File: src/inc/adc_start_consts.svh
`ifndef ADC_START_CONSTS_SVH
`define ADC_START_CONSTS_SVH
// Word offsets on the Avalon-MM bus (byte address = 4 * index)
`define OFS_CTRL0      3'h0
`define OFS_CTRL1      3'h1
`define OFS_TRIG_SEL   3'h2
`define OFS_MODE0      3'h3
`define OFS_MODE1      3'h4
`define OFS_STATUS     3'h5
// Control register fields
`define CTRL_GATE_BIT  7
`define CTRL_GO_BIT    4
`define CTRL_SCAN_BIT  3
`define CTRL_RSVD_ONES 3'h7
// Trigger select field encodings
`define TRIG_BOTH      2'h0
`define TRIG_PIN       2'h1
`define TRIG_TIMER     2'h2
`define TRIG_SEL_RESET 8'h00
// Conversion defaults: length in clock cycles, scan channel count
`define CONV_CYCLES_DEF 16'd1024
`define CHAN_COUNT_DEF  3'd4
`endif

File: src/inc/adc_start_pkg.sv
package adc_start_pkg;
  typedef enum logic [1:0] {
    ST_IDLE = 2'b00,
    ST_CONV = 2'b01
  } conv_state_e;

  typedef struct packed {
    conv_state_e state;
    logic        go;
    logic        scan_repeat;
    logic        gate;
    logic        mode_scan;
    logic [15:0] cnt;
    logic [2:0]  chan;
  } unit_s;

  typedef struct packed {
    unit_s [1:0] unit;
    logic [3:0]  trig_sel;
    logic [1:0]  pin_sync;
    logic        pin_prev;
    logic        waitreq;
    logic [31:0] rdata;
    logic [1:0]  busy;
    logic [1:0]  done;
  } state_s;
endpackage

File: src/design/adc_start_trigger_control.sv
`timescale 1ns/1ns
`include "adc_start_consts.svh"
// Notes on behaviour
// Writing go bit one starts conversion
// Clearing go bit aborts, returns idle
// Single and one-shot scan self-clear go
// Continuous scan repeats until go cleared
// Scan-repeat bit matters only in scan
// Control low three bits read one
// Trigger select upper nibble reads zero
// Unit one field selects pin/timer sources
// Unit zero field same encoding
// Software never writes field value 11
// Clear go and gate before field change
// Clear go before scan type change
// Gate bit enables hardware triggers
// Pin falling edge sets go bit
// Timer request sets go bit
// Mode bit selects single or scan
// Units are fully independent
module adc_start_trigger_control
  import adc_start_pkg::*;
#(
  parameter logic [15:0] CONV_CYCLES = `CONV_CYCLES_DEF,
  parameter logic [2:0]  CHAN_COUNT  = `CHAN_COUNT_DEF
)(
  input  wire logic        ref_clk_i,
  input  wire logic        sys_rst_i,
  input  wire logic [2:0]  avs_address_i,
  input  wire logic        avs_read_i,
  input  wire logic        avs_write_i,
  input  wire logic [31:0] avs_writedata_i,
  input  wire logic [3:0]  avs_byteenable_i,
  output logic [31:0]      avs_readdata_o,
  output logic             avs_waitrequest_o,
  input  wire logic        external_trigger_pin_i,
  input  wire logic [1:0]  multi_timer_unit_req_i,
  output logic [1:0]       conv_busy_o,
  output logic [1:0]       conv_done_o
);

  state_s s_r;
  state_s s_nxt;

  ////////////////////////////////////////////////////////////////////////////
  // Next state

  always_comb
  begin
    logic       pin_fall;
    logic       wr;
    logic       rd;
    logic       hw_go;
    logic [1:0] fld;
    logic       last;
    s_nxt    = s_r;
    pin_fall = 1'b0;
    wr       = 1'b0;
    rd       = 1'b0;
    hw_go    = 1'b0;
    fld      = 2'h0;
    last     = 1'b0;

    // Pin is asynchronous; only the second stage feeds the edge detector
    s_nxt.pin_sync = {s_r.pin_sync[0], external_trigger_pin_i};
    s_nxt.pin_prev = s_r.pin_sync[1];
    pin_fall = s_r.pin_prev & ~s_r.pin_sync[1];

    // One wait cycle per access keeps read data registered
    wr = avs_write_i & s_r.waitreq & avs_byteenable_i[0];
    rd = avs_read_i & s_r.waitreq;
    s_nxt.waitreq = ~((avs_read_i | avs_write_i) & s_r.waitreq);

    if (wr && avs_address_i == `OFS_TRIG_SEL)
    begin
      s_nxt.trig_sel = avs_writedata_i[3:0];
    end

    s_nxt.done = 2'b00;
    for (int u = 0; u < 2; u++)
    begin

      fld = s_r.trig_sel[2*u +: 2];
      hw_go = 1'b0;
      if (s_r.unit[u].gate)
      begin
        case (fld)
          `TRIG_BOTH:  hw_go = pin_fall | multi_timer_unit_req_i[u];
          `TRIG_PIN:   hw_go = pin_fall;
          `TRIG_TIMER: hw_go = multi_timer_unit_req_i[u];
          default:     hw_go = 1'b0; // Undefined setting starts nothing
        endcase
      end

      last = (s_r.unit[u].cnt == CONV_CYCLES - 16'd1);

      // Conversion engine
      case (s_r.unit[u].state)
        ST_IDLE:
        begin
          s_nxt.unit[u].cnt  = 16'h0000;
          s_nxt.unit[u].chan = 3'h0;
          if (s_r.unit[u].go)
          begin
            s_nxt.unit[u].state = ST_CONV;
          end
        end
        ST_CONV:
        begin
          if (!s_r.unit[u].go)
          begin
            s_nxt.unit[u].state = ST_IDLE;
          end
          else if (last)
          begin
            s_nxt.unit[u].cnt = 16'h0000;
            if (!s_r.unit[u].mode_scan || s_r.unit[u].chan == CHAN_COUNT - 3'd1)
            begin
              s_nxt.done[u] = 1'b1;
              s_nxt.unit[u].chan = 3'h0;
              if (!(s_r.unit[u].mode_scan && s_r.unit[u].scan_repeat))
              begin
                s_nxt.unit[u].go    = 1'b0;
                s_nxt.unit[u].state = ST_IDLE;
              end
              // Otherwise loop back to first channel R4
            end
            else
            begin
              s_nxt.unit[u].chan = s_r.unit[u].chan + 3'd1;
            end
          end
          else
          begin
            s_nxt.unit[u].cnt = s_r.unit[u].cnt + 16'd1;
          end
        end
        default: s_nxt.unit[u].state = ST_IDLE;
      endcase

      // Software write wins over self-clear; hardware start wins over both
      if (wr && avs_address_i == 3'(`OFS_CTRL0 + u))
      begin
        s_nxt.unit[u].gate        = avs_writedata_i[`CTRL_GATE_BIT];
        s_nxt.unit[u].go          = avs_writedata_i[`CTRL_GO_BIT];
        s_nxt.unit[u].scan_repeat = avs_writedata_i[`CTRL_SCAN_BIT];
      end
      if (wr && avs_address_i == 3'(`OFS_MODE0 + u))
      begin
        s_nxt.unit[u].mode_scan = avs_writedata_i[0];
      end
      if (hw_go)
      begin
        s_nxt.unit[u].go = 1'b1;
      end
      s_nxt.busy[u] = (s_nxt.unit[u].state == ST_CONV);
    end

    // Read mux; unmapped words read zero
    if (rd)
    begin
      case (avs_address_i)
        `OFS_CTRL0, `OFS_CTRL1:
          s_nxt.rdata = {24'h0, s_r.unit[avs_address_i[0]].gate, 2'b00,
                         s_r.unit[avs_address_i[0]].go,
                         s_r.unit[avs_address_i[0]].scan_repeat, `CTRL_RSVD_ONES};
        `OFS_TRIG_SEL: s_nxt.rdata = {28'h0, s_r.trig_sel};
        `OFS_MODE0:    s_nxt.rdata = {31'h0, s_r.unit[0].mode_scan};
        `OFS_MODE1:    s_nxt.rdata = {31'h0, s_r.unit[1].mode_scan};
        `OFS_STATUS:   s_nxt.rdata = {30'h0, s_r.busy};
        default:       s_nxt.rdata = 32'h0;
      endcase
    end
  end

  ////////////////////////////////////////////////////////////////////////////
  // State register

  always_ff @(posedge ref_clk_i or posedge sys_rst_i)
  begin
    if (sys_rst_i)
    begin
      s_r          <= '0;
      s_r.waitreq  <= 1'b1;
      s_r.trig_sel <= 4'(`TRIG_SEL_RESET);
      s_r.pin_sync <= 2'b11;
      s_r.pin_prev <= 1'b1;
    end
    else
    begin
      s_r <= s_nxt;
    end
  end

  ////////////////////////////////////////////////////////////////////////////
  // Outputs

  assign avs_readdata_o    = s_r.rdata;
  assign avs_waitrequest_o = s_r.waitreq;
  assign conv_busy_o       = s_r.busy;
  assign conv_done_o       = s_r.done;

endmodule

File: config.mk
export PLATFORM = sky130hd
export DESIGN_NAME = adc_start_trigger_control
export DESIGN_NICKNAME = d
export VERILOG_FILES = /design/src/inc/adc_start_pkg.sv /design/src/design/adc_start_trigger_control.sv
export VERILOG_INCLUDE_DIRS = /design/src /design/src/inc
export SDC_FILE = /design/constraint.sdc
export NUM_CORES = 1
export LEC_CHECK = 0
export BUFFER_PORTS_ARGS = -buffer_cell sky130_fd_sc_hd__buf_2
export CORE_MARGIN = 5
export CORE_UTILIZATION = 61
export CTS_BUF_LIST = sky130_fd_sc_hd__clkbuf_2
export CTS_CLUSTER_DIAMETER = 60
export DETAILED_ROUTE_END_ITERATION = 10
export PLACE_DENSITY = 0.91
export SYNTH_ARGS = -nofsm -noshare
export SYNTH_HDL_FRONTEND = slang
export SYNTH_SLANG_ARGS = --single-unit
File: constraint.sdc
create_clock -name ref_clk_i -period 5.57 [get_ports ref_clk_i]
set_clock_uncertainty 0.05 [all_clocks]
set_input_delay 0.557 -clock ref_clk_i [delete_from_list [all_inputs] [get_ports ref_clk_i]]
set_output_delay 0.557 -clock ref_clk_i [all_outputs]
set_load 0.02 [all_outputs]
==> reports/results.tsv, run 1 <==
stage	metric	value	unit
status	outcome	completed	
cts	cts.path.max_buffers	2	
detailed_routing	routed_wl	7.81	mm
place	post-place-ws	3.04	ns
global_routing	grt_overflow	0	
cells_and_area	nets	450	
critical_path	critPathKind	register to register	
synthesis	muxShareOfSynthArea	3.28	%
die	initial_utilization	62.4	%
synthesis	synthSimpleGateAreaFrac	20.3	%
critical_path	cp-startpoint	s_r[72]	
synthesis	ys_types	54	
die	die_h	87.8	µm
detailed_routing	drcViolationCount	0	
cts	postCtsSetupBuffers	0	
die	pin_count	83	
synthesis	ys_seq_area_share	46.2	%
critical_path	r2r_slack	2.89	ns
synthesis	synth.most_common_cell	dfrtp_1	
synthesis	synth-adder-area-share	2.03	%
die	core_area	5920	µm²
detailed_routing	ant_nets	0	
die	fp-row-count	28	
synthesis	synth_top_family_by_area	simple AND/OR/NAND/NOR gates	
synthesis	syn_avg_cell_area	9.70	µm²
synthesis	syn_inst	381	
global_routing	grt_max_degree	69	
synthesis	yosysWarnings	0	
synthesis	synth-compound-area-share	14.1	%
synthesis	yosys_register_bits	68	
cts	root_buffer	clkbuf_2	
die	die_area	7710	µm²
global_routing	antenna_found_initial	0	
cts	clock-sinks	68	
synthesis	syn_area	3690	µm²
detailed_routing	vias_per_cell	6.18	
timing	finalCriticalPeriod	2.68	ns
cts	cts_tree	yes	
power	leakagePower	1.71	nW
global_routing	first_global_vias	2768	
detailed_routing	drt-initial-drc-count	194	
run	drv_cap	0	
synthesis	synthTopCellsByArea	dfrtp_1 (43%), buf_4 (7.3%), o21ai_0 (3.8%), dfstp_2 (2.8%), mux2_2 (2.7%)	
global_routing	grt_pass1_wl	12.9	mm
synthesis	synthArstFlopShare	100	%
critical_path	path_max_fanout	15	
power	powerDensity	300	nW/µm²
timing	fin_crit_sh	48.1	%
place	place_hpwl	5.28	mm
critical_path	reg2regPathDepth	5	
timing	finalSetupViolations	0	
critical_path	end_kind	register	
synthesis	synth-edff-count	0	
timing	slew_headroom	18.2	%
cts	htreeDepth	3	
critical_path	timing.rr.end	s_r[69]	
critical_path	rr_startpoint	s_r[72]	
cts	cts_made_buffers	9	
die	die_x	87.8	µm
cells_and_area	fin_util	65.4	%
critical_path	path_cells	ha_1 > nor4bb_1 > nand4_1 > o22ai_1 > mux2i_1	
timing	hold_slack	0.115	ns
cells_and_area	syn_to_final_growth	4.77	%
place	dp.cells	461	
place	place_area	3690	µm²
critical_path	cpMaxStageDelayCell	o22ai_1	
critical_path	crit_path_start_kind	register	
synthesis	synth_ff_type	dfrtp_1	
cts	insertion_delay	0.53	ns
worst_hold_path	hold_class	input port to register	
timing	fin_tns_setup	0	ns
synthesis	yosys.area.top_type_share	43.3	%
detailed_routing	first_pass_iters	5	
place	portBuffers	27	
cts	clkTransAtPathRegs	0.21	ns
detailed_routing	wire_per_inst	16.3	µm
synthesis	yosysTopAreaCell	dfrtp_1	
timing	tightest_slew	1.23	ns
cells_and_area	n_antenna_cell	0	
cts	cts_resized	0	
critical_path	required	5.89	ns
cells_and_area	drive_gt1_share	15.9	%
timing	hold_viol_final	0	
global_routing	grt_usage	21.1	%
critical_path	crit_arrival	3.00	ns
timing	setup_ws	2.89	ns
power	p_total	1.16	mW
critical_path	crit_end	s_r[69]	
synthesis	synth_xor_area_share	2.61	%
power	peakVddDrop	0.241	mV
timing	max_freq	373	MHz
critical_path	critical_path.max_stage_delay	0.97	ns
cells_and_area	stdcell_count	478	
synthesis	ys_top_cells_by_count	dfrtp_1 (64), buf_4 (36), o21ai_0 (28), nand2_1 (27), inv_1 (19)	
cells_and_area	final_area	3870	µm²
timing	rsz0062_at_grt	no	
detailed_routing	vias	2955	
place	place_congestion	0.901	
timing	drv_slew	0	
==> per-layer routing <==
layer / GRT usage [%] / vias up / part of all wire, % / wire length (µm)
met5: 0 / - / 0 / 0
met4: 8.37 / 0 / 2.6 / 204
met3: 4.70 / 26 / 6.2 / 488
met2: 35.5 / 125 / 51 / 4000
met1: 26.4 / 1445 / 40 / 3120
li1: - / 1359 / - / -
==> cell families (layout without fill, tap and decap cells) <==
group | after synthesis | in the layout
other | 1 | 28
xor gates and xnor gates | 11 | 11
adders and majority gates | 6 | 6
AOI/OAI and AO/OA | 84 | 84
DFF | 68 | 68
muxes | 11 | 11
buffers and inverters | 71 | 66
and+or+nand+nor | 129 | 129
==> state kept, by name, summed over array words and instances (netlist names) <==
signal / cells
s_r: 55
conv_done_o: 2
s_nxt: 2
avs_readdata_o: 6
conv_busy_o: 2
avs_waitrequest_o: 1
==> layout make-up <==
type                    instances  area [µm²]
repair buffers                 30         160
clock inverters                 7         124
flip-flops and latches         68        1710
inverters                      20        75.1
fillers                       450        2050
multi-input cells             269        1670
clock buffers                   9        45.0
well taps                      75        93.8
==> worst min-delay path by stage <==
| stage | startpoint | endpoint | slack [ns] | depth (start not counted) |
|---|---|---|---|---|
| after CTS | external_trigger_pin_i | s_nxt[39] | 0.03 | 1 |
| after floorplan | s_nxt[39] | s_nxt[37] | 0.30 | 0 |
| after global routing | avs_read_i | avs_waitrequest_o | 0.11 | 2 |
| after global placement | s_nxt[39] | s_nxt[37] | 0.30 | 0 |
| final | avs_read_i | avs_waitrequest_o | 0.12 | 2 |
| after detailed placement | s_nxt[39] | s_nxt[37] | 0.31 | 0 |
==> critical path: cells and delay by family, from the launching register on <==
family	cells	cell delay, ns
compound gates	1	0.97
simple gates	2	0.60
flops	1	0.48
fa+ha+maj	1	0.24
mux	1	0.18
==> power by group <==
part | internal [mW] | switching [mW] | leakage [nW]
clock network | 0.196 | 0.188 | 0.0927
logic | 0.0656 | 0.121 | 0.724
registers | 0.543 | 0.0496 | 0.892
==> cell usage in the layout, fill, tap and decap left out, drive strengths merged, types with 7 or more instances in the layout <==
master,netlist,layout
a31oi,9,9
conb,1,28
or4,9,9
mux2,9,9
o21ai,28,28
a21oi,16,16
xnor2,9,9
clkbuf,11,9
nor2,9,9
nor4,14,14
nand3,15,15
buf,40,29
nor2b,7,7
nor3,8,8
dfrtp,64,64
nand2,27,27
inv,19,20
or3,10,10
==> repair_timing <==
action,4_1_cts,5_1_grt
setup endpoints to repair,0,0
hold buffers,0,1
hold endpoints to repair,0,1
No activity file was read; power rests on OpenSTA's default activity.
==> run 2: changes to the inputs <==
--- a/config.mk
+++ b/config.mk
@@ -8,11 +8,11 @@
 export LEC_CHECK = 0
 export BUFFER_PORTS_ARGS = -buffer_cell sky130_fd_sc_hd__buf_2
 export CORE_MARGIN = 5
-export CORE_UTILIZATION = 61
+export CORE_UTILIZATION = 51
 export CTS_BUF_LIST = sky130_fd_sc_hd__clkbuf_2
 export CTS_CLUSTER_DIAMETER = 60
 export DETAILED_ROUTE_END_ITERATION = 10
-export PLACE_DENSITY = 0.91
+export PLACE_DENSITY = 0.82
 export SYNTH_ARGS = -nofsm -noshare
 export SYNTH_HDL_FRONTEND = slang
 export SYNTH_SLANG_ARGS = --single-unit
==> constraint.sdc (replaced) <==
create_clock -name ref_clk_i -period 2.4 [get_ports ref_clk_i]
set_clock_uncertainty 0.05 [all_clocks]
set_input_delay 0.24 -clock ref_clk_i [delete_from_list [all_inputs] [get_ports ref_clk_i]]
set_output_delay 0.24 -clock ref_clk_i [all_outputs]
set_load 0.02 [all_outputs]
==> reports/results.tsv, run 2 (same netlist as run 1, synthesis figures left out) <==
stage	metric	value	unit
status	outcome	completed	
global_routing	grt_pass1_wl	12.9	mm
power	leakagePower	1.77	nW
cts	root_buffer	clkbuf_2	
die	die_x	95.1	µm
detailed_routing	vias	2905	
power	power_frac_seq	55.1	%
cts	cts_tree	yes	
detailed_routing	first_pass_iters	4	
die	die_h	95.1	µm
timing	hold_slack	0.0920	ns
critical_path	end_kind	register	
power	p_comb_share	18.0	%
detailed_routing	drcViolationCount	0	
cts	postCtsSetupBuffers	0	
place	portBuffers	27	
global_routing	antenna_found_initial	0	
cts	htreeDepth	3	
die	fp-row-count	31	
critical_path	critPathKind	register to register	
power	clkPwrFrac	26.9	%
cells_and_area	n_antenna_cell	0	
cts	cts_resized	0	
global_routing	grt_overflow	0	
detailed_routing	routed_wl	7.58	mm
cts	cts.path.max_buffers	2	
die	pin_count	83	
timing	max_freq	475	MHz
worst_hold_path	whs_path_depth	3	
global_routing	grt_max_degree	59	
power	peakVddDrop	0.332	mV
critical_path	reg2regPathDepth	5	
cells_and_area	largest_register	s_r	
critical_path	required	2.71	ns
timing	tightest_slew	0.733	ns
cts	cts_made_buffers	9	
cells_and_area	nets	467	
timing	finalCriticalPeriod	2.11	ns
cells_and_area	syn_to_final_growth	8.50	%
power	switching_share	32.3	%
die	die_area	9050	µm²
power	powerDensity	619	nW/µm²
cells_and_area	fin_util	56.2	%
global_routing	grt_usage	17.8	%
cts	cts_hold_buffers	10	
timing	drv_slew	0	
detailed_routing	drt-initial-drc-count	116	
timing	finalSetupViolations	0	
critical_path	path_max_fanout	9	
timing	fin_crit_sh	87.8	%
critical_path	crit_arrival	2.41	ns
power	internal_power	1.68	mW
detailed_routing	wire_per_inst	14.6	µm
run	drv_cap	0	
cts	clkTransAtPathRegs	0.19	ns
place	place_congestion	0.875	
place	place_hpwl	5.26	mm
timing	hold_viol_final	0	
die	initial_utilization	51.8	%
critical_path	crit_path_start_kind	register	
cells_and_area	final_common_cell	dfrtp_1	
worst_hold_path	hold_class	input port to register	
power	p_sw	801	µW
cts	insertion_delay	0.47	ns
cells_and_area	final_cell_mix	dfrtp_1 (64), o21ai_0 (28), conb_1 (28), nand2_1 (27), buf_2 (27)	
cells_and_area	largest_reg_flops	55	
timing	slew_headroom	50.7	%
detailed_routing	ant_nets	0	
timing	rsz0062_at_grt	no	
cts	clock-sinks	68	
global_routing	first_global_vias	2739	
timing	fin_tns_setup	0	ns
cells_and_area	drive_gt1_share	17.1	%
detailed_routing	vias_per_cell	5.60	
die	core_area	7140	µm²
run 2: cell types whose count changed in the layout (fill, tap and decap cells not counted), sizes merged:
cell and change:
buf +8, dlygate4sd3 +9, clkbuf +1, bufinv -2, clkinvlp +1
run 2: worst paths after layout:
path	startpoint	to	slack, ns
worst max-delay path	s_r[47]	s_r[45]	0.29
max in group asynchronous	sys_rst_i	s_nxt[39]	1.50
worst max register to register	s_r[47]	s_r[45]	0.29
worst min register to register	s_nxt[39]	s_nxt[37]	0.30
min in group asynchronous	sys_rst_i	s_r[52]	0.17
worst min-delay path	avs_address_i[1]	avs_readdata_o[2]	0.09
run 2: final cells by class:
class | instances | area [µm²]
Sequential cell | 68 | 1710
Multi-Input combinational cell | 269 | 1670
Fill cell | 622 | 3130
Clock buffer | 10 | 50.0
Timing Repair Buffer | 47 | 323
Inverter | 20 | 75.1
Clock inverter | 6 | 63.8
Tap cell | 99 | 124
run 2: critical path: stages (launching register included):
cell and delay, ns:
dfrtp_1 0.43, ha_1 0.21, nor4bb_1 0.28, nand4_1 0.35, o211a_1 0.31, or3_1 0.37
run 2: power groups by stage:
stage	Combinational (mW)	Sequential (mW)	Clock, mW
finish	0.446	1.37	0.667
detailed placement	0.426	1.39	0
global route	0.493	1.38	0.726
global placement	0.418	1.38	0
CTS	0.442	1.36	0.680
floorplan	0.400	1.35	0
run 2: metal layers:
layer	up-vias	share of wire, %	track usage [%]
met2	78	52	30.4
met3	6	5.2	3.95
li1	1400	-	-
met1	1421	42	22.8
met4	0	0.95	4.93
met5	-	0	0
run 2: metrics by stage:
step / power [mW] / setup slack [ns] / instance area, µm² / std cells
after CTS: 2.49 / 0.316 / 4010 / 519
after global placement: 1.80 / 0.410 / 3790 / 493
after floorplan: 1.75 / 0.405 / 3800 / 408
after detailed placement: 1.81 / 0.360 / 3790 / 493
final: 2.48 / 0.294 / 4010 / 519
after global routing: 2.60 / 0.0952 / 4010 / 519
==> run 3: changes to the inputs <==
--- a/config.mk
+++ b/config.mk
@@ -7,10 +7,12 @@
 export NUM_CORES = 1
 export LEC_CHECK = 0
 export BUFFER_PORTS_ARGS = -buffer_cell sky130_fd_sc_hd__buf_2
+export CELL_PAD_IN_SITES_DETAIL_PLACEMENT = 0
+export CELL_PAD_IN_SITES_GLOBAL_PLACEMENT = 1
 export CORE_MARGIN = 5
-export CORE_UTILIZATION = 51
+export CORE_UTILIZATION = 39
 export CTS_BUF_LIST = sky130_fd_sc_hd__clkbuf_2
-export CTS_CLUSTER_DIAMETER = 60
+export CTS_CLUSTER_DIAMETER = 100
 export DETAILED_ROUTE_END_ITERATION = 10
 export PLACE_DENSITY = 0.82
 export SYNTH_ARGS = -nofsm -noshare
==> reports/results.tsv, run 3 (same netlist as run 1, synthesis figures left out) <==
stage	metric	value	unit
status	outcome	completed	
power	peakVddDrop	0.324	mV
critical_path	crit_path_start_kind	register	
worst_hold_path	hold_class	input port to register	
critical_path	reg2regPathDepth	5	
place	place_hpwl	5.25	mm
detailed_routing	first_pass_iters	4	
power	powerDensity	632	nW/µm²
global_routing	grt_usage	13.6	%
cells_and_area	fin_util	44.3	%
power	internal_power	1.79	mW
timing	fin_tns_setup	0	ns
cts	cts_made_buffers	9	
die	core_area	9240	µm²
cts	cts_tree	yes	
cts	insertion_delay	0.50	ns
detailed_routing	vias_per_cell	5.23	
detailed_routing	routed_wl	7.62	mm
timing	drv_slew	0	
cells_and_area	drive_gt1_share	17.3	%
detailed_routing	drt-initial-drc-count	158	
timing	hold_viol_final	0	
critical_path	cp_num_buf_inv	0	
cts	root_buffer	clkbuf_2	
detailed_routing	vias	2879	
cells_and_area	final_common_cell	dfrtp_1	
cts	clock-sinks	68	
cts	clkTransAtPathRegs	0.21	ns
power	switching_share	30.7	%
power	p_comb_share	17.6	%
global_routing	grt_overflow	0	
cells_and_area	syn_to_final_growth	10.7	%
power	power_frac_seq	52.7	%
cells_and_area	final_cell_mix	dfrtp_1 (64), o21ai_0 (28), conb_1 (28), nand2_1 (27), buf_2 (27)	
cts	cts.path.max_buffers	2	
worst_hold_path	whs_path_depth	3	
power	clkPwrFrac	29.7	%
place	portBuffers	27	
die	die_x	107	µm
global_routing	grt_pass1_wl	12.7	mm
timing	tightest_slew	0.707	ns
global_routing	grt_max_degree	69	
die	pin_count	83	
critical_path	end_kind	register	
global_routing	first_global_vias	2659	
place	dp.cells	524	
die	initial_utilization	40.0	%
critical_path	crit_cells	5	
cts	postCtsSetupBuffers	0	
critical_path	required	2.70	ns
timing	fin_crit_sh	84.0	%
critical_path	critPathKind	register to register	
detailed_routing	wire_per_inst	13.8	µm
power	leakagePower	1.79	nW
critical_path	path_max_fanout	7	
cells_and_area	nets	469	
timing	slew_headroom	52.4	%
timing	max_freq	496	MHz
cells_and_area	largest_register	s_r	
cells_and_area	n_antenna_cell	0	
place	place_congestion	0.816	
cells_and_area	stdcell_count	551	
power	p_total	2.58	mW
critical_path	cpMaxStageDelayCell	dfrtp_1	
global_routing	antenna_found_initial	0	
detailed_routing	drcViolationCount	0	
critical_path	path_cells	ha_1 > nor4bb_1 > nand4_1 > o211a_1 > or3_1	
die	die_h	107	µm
timing	rsz0062_at_grt	no	
cells_and_area	largest_reg_flops	55	
critical_path	crit_arrival	2.32	ns
power	p_sw	794	µW
critical_path	critical_path.max_stage_delay	0.42	ns
die	fp-row-count	35	
die	die_area	11500	µm²
cts	cts_resized	0	
timing	finalCriticalPeriod	2.02	ns
cts	htreeDepth	3	
run	drv_cap	0	
critical_path	crit_family	simple AND/OR/NAND/NOR gates	
timing	finalSetupViolations	0	
detailed_routing	ant_nets	0	
[run 3: cell types whose count changed in the layout (fill, tap and decap cells not counted), sizes merged]
cell / change
buf: +1
clkinv: -1
bufinv: +1
dlygate4sd3: +1
[run 3: worst paths after layout]
path / from / endpoint / slack [ns]
max: s_r[47] / s_r[45] / 0.38
min: avs_address_i[1] / avs_readdata_o[2] / 0.10
max reg2reg: s_r[47] / s_r[45] / 0.38
min reg2reg: s_nxt[39] / s_nxt[37] / 0.32
max in group asynchronous: sys_rst_i / s_nxt[39] / 1.66
min in group asynchronous: sys_rst_i / s_r[80] / 0.27
[run 3: timing repair]
item | CTS | global route
hold endpoints to repair | 78 | 1
endpoints found under the setup margin | 0 | 0
hold buffers | 10 | 1
[run 3: per-layer routing]
metal	track usage (%)	up-vias	share of wire (%)
li1	-	1403	-
met1	17.9	1414	46
met2	21.7	53	48
met3	3.60	9	3.8
met5	0	-	0
met4	4.51	0	1.5
[run 3: power groups by stage]
stage | registers, mW | logic (mW) | clock network (mW)
after CTS | 1.36 | 0.454 | 0.797
after global placement | 1.38 | 0.430 | 0
after global routing | 1.38 | 0.508 | 0.856
final | 1.36 | 0.454 | 0.766
after detailed placement | 1.38 | 0.438 | 0
after floorplan | 1.35 | 0.400 | 0
[run 3: per-stage QoR]
step / hold WS (ns) / setup slack (ns) / area (µm²)
finish: 0.105 / 0.384 / 4090
global route: 0.0340 / 0.236 / 4090
CTS: 0.0171 / 0.390 / 4080
detailed placement: 0.297 / 0.429 / 3840
global placement: 0.296 / 0.460 / 3840
floorplan: 0.194 / 0.405 / 3800
[run 3: layout make-up]
class | count | area (µm²)
inverters | 20 | 75.1
repair buffers | 49 | 340
well taps | 129 | 161
clock inverters | 6 | 88.8
flip-flops and latches | 68 | 1710
clock buffers | 10 | 50.0
multi-input cells | 269 | 1670
fillers | 890 | 5150
[run 3: worst reg2reg max path: stages, from the launching register on]
cell and delay [ns]:
dfrtp_1 0.42, ha_1 0.21, nor4bb_1 0.23, nand4_1 0.31, o211a_1 0.30, or3_1 0.37
